`config.mk`:
```
export PLATFORM = sky130hd
export DESIGN_NAME = ppc_top
export DESIGN_NICKNAME = d
export VERILOG_FILES = /design/src/hw/ppc_pkg.sv /design/src/hw/ppc_top.sv
export VERILOG_INCLUDE_DIRS = /design/src /design/src/hw
export SDC_FILE = /design/constraint.sdc
export NUM_CORES = 1
export LEC_CHECK = 0
export ABC_CLOCK_PERIOD_IN_PS = 2900
export BUFFER_PORTS_ARGS = -buffer_cell sky130_fd_sc_hd__buf_2
export CORE_ASPECT_RATIO = 1.4
export CORE_MARGIN = 3
export CORE_UTILIZATION = 35
export CTS_BUF_LIST = sky130_fd_sc_hd__clkbuf_4 sky130_fd_sc_hd__clkbuf_8
export CTS_CLUSTER_DIAMETER = 60
export CTS_CLUSTER_SIZE = 14
export DETAILED_ROUTE_END_ITERATION = 16
export PLACE_DENSITY = 0.6
export SKIP_LAST_GASP = 1
export SLEW_MARGIN = 20
export SYNTH_ARGS = -nofsm -noshare
export SYNTH_HDL_FRONTEND = slang
export SYNTH_SLANG_ARGS = --single-unit
export TNS_END_PERCENT = 1
```
`constraint.sdc`:
```
create_clock -name sys_clk_in -period 2.9 [get_ports sys_clk_in]
set_input_delay 0.58 -clock sys_clk_in [delete_from_list [all_inputs] [get_ports sys_clk_in]]
set_output_delay 0.58 -clock sys_clk_in [all_outputs]
set_load 0.005 [all_outputs]
```
`src/hw/ppc_regs.svh`:
```
`ifndef PPC_REGS_SVH
`define PPC_REGS_SVH
// ----------------------------------------
// Register offsets
// ----------------------------------------
`define PPC_CTRL_OFFSET   4'h0
`define PPC_STAT_OFFSET   4'h1
`define PPC_OUT_OFFSET    4'h2
// ----------------------------------------
// Control field positions
// ----------------------------------------
`define PPC_MOD_EN_BIT    15
`define PPC_IDLE_BIT      13
`define PPC_MUX_HI_BIT    12
`define PPC_MUX_LO_BIT    11
`define PPC_BE_EN_BIT     10
`define PPC_WR_EN_BIT     9
`define PPC_RD_EN_BIT     8
`define PPC_CSF_HI_BIT    7
`define PPC_CSF_LO_BIT    6
`define PPC_ALP_BIT       5
`define PPC_CHIP_SELECT1_POLARITY_BIT      3
`define PPC_BEP_BIT       2
`define PPC_WRSP_BIT      1
`define PPC_RDSP_BIT      0
// ----------------------------------------
// Reset values and masks
// ----------------------------------------
`define PPC_CTRL_RESET    16'h0000
`define PPC_CTRL_WMASK    16'hBFEF
`define PPC_OUT_RESET     16'h0000
`define PPC_CSF_CHIPSEL   2'h2
`endif

```
`src/hw/ppc_pkg.sv`:
```
package ppc_pkg;
  typedef enum logic [1:0] {
    PPC_MUX_NONE = 2'h0,
    PPC_MUX_LOW  = 2'h1,
    PPC_MUX_FULL = 2'h2,
    PPC_MUX_RSVD = 2'h3
  } ppc_mux_type;

  typedef struct packed {
    logic be;
    logic wr;
    logic rd;
    logic cs1;
    logic all;
    logic alh;
  } ppc_pins_type;

  typedef struct packed {
    logic [15:0]  ctrl;
    logic [15:0]  drive;
    logic [15:0]  rdata;
    ppc_pins_type pin_val;
    ppc_pins_type pin_oe;
  } ppc_state_type;
endpackage

```
`src/hw/ppc_top.sv`:
```
`timescale 1ns/100ps
`include "ppc_regs.svh"
module ppc_top (
  // Clock and reset
  input  wire logic                sys_clk_in,
  input  wire logic                rst_n_in,
  // Register port
  input  wire logic [3:0]          reg_addr_in,
  input  wire logic [15:0]         reg_wdata_in,
  input  wire logic                reg_wr_in,
  input  wire logic                reg_rd_in,
  output logic      [15:0]         reg_rdata_out,
  // Pin usage and idle
  input  wire logic                cs1_as_addr_in,
  input  wire logic                idle_in,
  // Pins
  output ppc_pkg::ppc_pins_type    pin_val_out,
  output ppc_pkg::ppc_pins_type    pin_oe_out,
  output logic                     mod_active_out,
  output ppc_pkg::ppc_mux_type     mux_mode_out
);
  ppc_pkg::ppc_state_type state_ff;
  ppc_pkg::ppc_state_type nxt_state;

  // ----------------------------------------
  // Polarity helper
  // ----------------------------------------
  function automatic logic pol(input logic act, input logic high);
    pol = high ? act : ~act;
  endfunction

  // ----------------------------------------
  // Mux decode helpers
  // ----------------------------------------
  function automatic logic lat_lo_on(input logic [1:0] m);
    lat_lo_on = (m == 2'h1) || (m == 2'h2);
  endfunction
  function automatic logic lat_hi_on(input logic [1:0] m);
    lat_hi_on = (m == 2'h2);
  endfunction

  // ----------------------------------------
  // Next state
  // ----------------------------------------
  logic [15:0] c;
  logic [15:0] dv;
  logic        run;
  always_comb begin
    nxt_state = state_ff;
    c         = state_ff.ctrl;
    dv        = state_ff.drive;
    // ----------------------------------------
    // Register writes
    // ----------------------------------------
    // Bit 4 never stored
    // write mask
    if (reg_wr_in && reg_addr_in == `PPC_CTRL_OFFSET) begin
      c = reg_wdata_in & `PPC_CTRL_WMASK;
    end
    if (reg_wr_in && reg_addr_in == `PPC_OUT_OFFSET) begin
      dv = reg_wdata_in;
    end
    nxt_state.ctrl  = c;
    nxt_state.drive = dv;
    run = c[`PPC_MOD_EN_BIT] & ~(c[`PPC_IDLE_BIT] & idle_in);
    // ----------------------------------------
    // Register reads
    // ----------------------------------------
    nxt_state.rdata = 16'h0000;
    if (reg_rd_in) begin
      case (reg_addr_in)
        `PPC_CTRL_OFFSET: nxt_state.rdata = state_ff.ctrl;
        `PPC_STAT_OFFSET: nxt_state.rdata = {10'h000, mod_active_out, 3'h0, mux_mode_out};
        `PPC_OUT_OFFSET:  nxt_state.rdata = state_ff.drive;
        default:          nxt_state.rdata = 16'h0000;
      endcase
    end
    // ----------------------------------------
    // Strobe pins
    // ----------------------------------------
    // byte enable
    nxt_state.pin_oe.be  = run & c[`PPC_BE_EN_BIT];
    nxt_state.pin_val.be = nxt_state.pin_oe.be & pol(dv[0], c[`PPC_BEP_BIT]);
    nxt_state.pin_oe.wr  = run & c[`PPC_WR_EN_BIT];
    nxt_state.pin_val.wr = nxt_state.pin_oe.wr & pol(dv[1], c[`PPC_WRSP_BIT]);
    nxt_state.pin_oe.rd  = run & c[`PPC_RD_EN_BIT];
    nxt_state.pin_val.rd = nxt_state.pin_oe.rd & pol(dv[2], c[`PPC_RDSP_BIT]);
    // ----------------------------------------
    // Chip select pin
    // ----------------------------------------
    // chip select polarity
    nxt_state.pin_oe.cs1 = run;
    if (cs1_as_addr_in || c[`PPC_CSF_HI_BIT:`PPC_CSF_LO_BIT] != `PPC_CSF_CHIPSEL) begin
      nxt_state.pin_val.cs1 = run & dv[3];
    end else begin
      nxt_state.pin_val.cs1 = run & pol(dv[3], c[`PPC_CHIP_SELECT1_POLARITY_BIT]);
    end
    // ----------------------------------------
    // Address latch pins
    // ----------------------------------------
    // latch polarity
    nxt_state.pin_oe.all  = run & lat_lo_on(c[`PPC_MUX_HI_BIT:`PPC_MUX_LO_BIT]);
    nxt_state.pin_oe.alh  = run & lat_hi_on(c[`PPC_MUX_HI_BIT:`PPC_MUX_LO_BIT]);
    nxt_state.pin_val.all = nxt_state.pin_oe.all & pol(dv[4], c[`PPC_ALP_BIT]);
    nxt_state.pin_val.alh = nxt_state.pin_oe.alh & pol(dv[5], c[`PPC_ALP_BIT]);
  end

  // ----------------------------------------
  // Registered state
  // ----------------------------------------

  always_ff @(posedge sys_clk_in) begin
    if (!rst_n_in) begin
      state_ff <= '0;
    end else begin
      state_ff <= nxt_state;
    end
  end

  // ----------------------------------------
  // Outputs
  // ----------------------------------------
  logic        act_ff;
  ppc_pkg::ppc_mux_type mux_ff;
  always_ff @(posedge sys_clk_in) begin
    if (!rst_n_in) begin
      act_ff <= 1'b0;
      mux_ff <= ppc_pkg::PPC_MUX_NONE;
    end else begin
      act_ff <= run;
      mux_ff <= ppc_pkg::ppc_mux_type'(c[`PPC_MUX_HI_BIT:`PPC_MUX_LO_BIT]);
    end
  end
  assign reg_rdata_out  = state_ff.rdata;
  assign pin_val_out    = state_ff.pin_val;
  assign pin_oe_out     = state_ff.pin_oe;
  assign mod_active_out = act_ff;
  assign mux_mode_out   = mux_ff;
endmodule

```
==> summary.md <==
| Metric | Value |
|---|---|
| Outcome | `finished, final reports clean` |
| Post-synth EDFFs | `0` |
| Power per standard cell area | `616 mW/mm^2` |
| Crit path time final | `1.88 ns` |
| Unrepaired setup endpoints after global routing | `no` |
| Chip Width | `78.5 um` |
| # IOs | `57` |
| Post-synth cell types | `37` |
| Synth Cell Area | `0.00258 mm^2` |
| Placer Congestion | `0.810` |
| Layout Utilization | `0.421` |
| Max incr delay on CP | `0.28 ns` |
| Vias in the first global route | `1969` |
| Crit-path leading delay family | `simple AND/OR/NAND/NOR gates` |
| CTS tree | `done` |
| CTS max path bufs | `2` |
| HP Class | `reg2reg` |
| CTS Buf Count | `9` |
| Number of setup violations in the final report | `0` |
| Quantity of hold-fixing buffers added after cts | `0` |
| Crit path max fanout | `14` |
| Ys async rst share | `0` |
| CP Cell Sequence | `buf_2 -> nor4b_2 -> nand2_1 -> buf_4 -> mux2i_1 -> ha_1 -> nor4b_1` |
| Worst setup EP type | `register` |
| Final period util | `0.649` |
| N_diodes | `0` |
| Hpwl dp | `4.34 mm` |
| Syn_nets | `322` |
| Post-route antenna net violation count | `0` |
| Die height | `108 um` |
| First-pass GRT wire length | `9.80 mm` |
| Layout Skew | `0.00920 ns` |
| Critical path buffers and inverters | `2` |
| CTS clk-pin slew, worst paths | `0.07 ns` |
| Final hold violation count | `0` |
| Slew margin rel. | `0.559` |
| Cells after Synth | `295` |
| CP required | `3.14 ns` |
| Synth warnings | `0` |
| Resized cells post-CTS | `0` |
| CP startpoint kind | `primary input` |
| Vias | `2028` |
| Synth-to-layout area growth | `15.6%` |
| Wirelength, routed | `6.04 mm` |
| DRC viols | `0` |
| Die area | `0.00844 mm^2` |
| Setup TNS | `0 ns` |
| Crit path kind | `in2reg` |
| Most common flop cell mapped by yosys | `dfxtp_1` |
| Drt initial violations | `128` |
| CTS sink cnt | `58` |
| Yosys reg bits | `58` |
| MaxCap Viol Count | `0` |
| Share of layout cells above drive strength 1 | `0.271` |
| Num rows | `36` |
| # H-tree levels | `3` |
| WL per Instance | `14.3 um` |
| # port buffers | `56` |
| Largest net degree at the start of global routing | `21` |
| Sequential fraction of the synthesis area | `0.451` |
| Total track usage | `0.154` |
| Initial antenna violation count | `0` |
| Final cell count without fillers | `423` |
| Skew-Pair Late Insertion Delay | `0.33 ns` |
| Fmax | `0.531 GHz` |
| Fill cells | `740` |
| Clk root buf | `clkbuf_8` |
| Area of the core region | `0.00707 mm^2` |
| Pleak | `1.25 nW` |
| Setup Fix Bufs, Post-CTS | `0` |
| Nets | `350` |
| Crit-path slowest cell | `nor4b_1` |
| Worst-Margin Slew | `0.656 ns` |
| Initial Utilization | `0.364` |
| DP Cell Count | `407` |
| Syn Area/Cell | `8.73 um^2` |
| Max VDD drop | `0.300 mV` |
| Vias/cell | `4.79` |
| Total global routing overflow | `0` |
| DRT Pass-1 Iters | `4` |
| Fin. max-slew vios | `0` |
| Arrival @ worst endpoint | `2.12 ns` |
synthesized netlist by cell type, types with 2 or more instances:
library cell   n  area (um^2)
dfxtp_1       58         1160
a21boi_1       3         22.5
xor2_1         2         17.5
buf_6          2         22.5
o21ai_1        4         20.0
and3_1         7         43.8
nand4_1        2         12.5
nand3_1       10         50.1
a21oi_1       34          170
mux2i_1       17          170
a21boi_0       2         15.0
o21ai_2        3         26.3
o21a_1         2         15.0
buf_4         30          225
clkbuf_1      11         41.3
a221oi_1       4         35.0
and2_1         4         25.0
nor2_1        24         90.1
nor4b_1        3         26.3
inv_1          4         15.0
o211ai_1       3         22.5
buf_2          4         20.0
a2111oi_2      2         30.0
nand2_1       46          173
xnor2_1        2         17.5
state kept, by name, summed over array words and instances, names as in the netlist:
name / flops
reg_rdata_out: 16
pin_val_out: 6
state_ff: 30
pin_oe_out: 5
mod_active_out: 1
cell type report:
type	instances	area, um^2	share of cell area
flip-flops and latches	58	1160	0.390
multi-input cells	186	1090	0.366
repair buffers	64	340	0.114
clock buffers	12	153	0.0513
well taps	95	119	0.0399
clock inverters	4	98.8	0.0332
inverters	4	15.0	0.00504
worst reg2reg max path: cells and delay by family (launching register included):
family	cells	cell delay, ns
DFF	1	0.35
AOI/OAI and AO/OA	3	0.91
and+or+nand+nor	1	0.31
final timing paths:
path,start,to,slack (ns),depth (start not counted)
hold / removal,state_ff[39],state_ff[39],0.46,2
setup reg to reg,state_ff[59],pin_val_out[1],1.25,4
hold reg to reg,state_ff[39],state_ff[39],0.46,2
setup / recovery,reg_addr_in[0],pin_val_out[1],1.02,7
cells by family after synthesis:
family | share of synthesized area
muxes | 0.0704
xor gates and xnor gates | 0.0136
and+or+nand+nor | 0.188
DFF | 0.451
buffers and inverters | 0.126
adders and majority gates | 0.00486
AOI/OAI and AO/OA | 0.147
metal layers:
layer,global-route usage,up-vias,routed length (um)
met5,0,-,0
met4,0.0775,0,144
met3,0.0461,10,333
met2,0.251,60,2970
met1,0.182,922,2590
li1,-,1036,-
report_power, final:
group | switching [mW] | internal [mW]
clock network | 0.319 | 0.615
registers | 0.00429 | 0.802
logic | 0.0585 | 0.0351
cells in the final DEF, fill, tap and decap left out, drive strengths merged, types with 5 or more instances in the layout:
cell,count
a21boi,5
a21oi,34
and3,7
buf,64
clkbuf,12
dfxtp,58
mux2i,17
nand2,46
nand3,11
nor2,25
o21ai,8
through the flow:
stage,total power [mW],setup WS [ns],hold slack [ns],area (um^2)
after floorplan,0.877,0.583,0.423,2580
after global placement,0.917,0.707,0.441,2730
after detailed placement,0.918,0.675,0.449,2730
after CTS,1.85,1.03,0.459,2980
after global routing,1.90,0.882,0.473,2980
final,1.83,1.02,0.457,2980
Power figures use the tool's default switching activity.
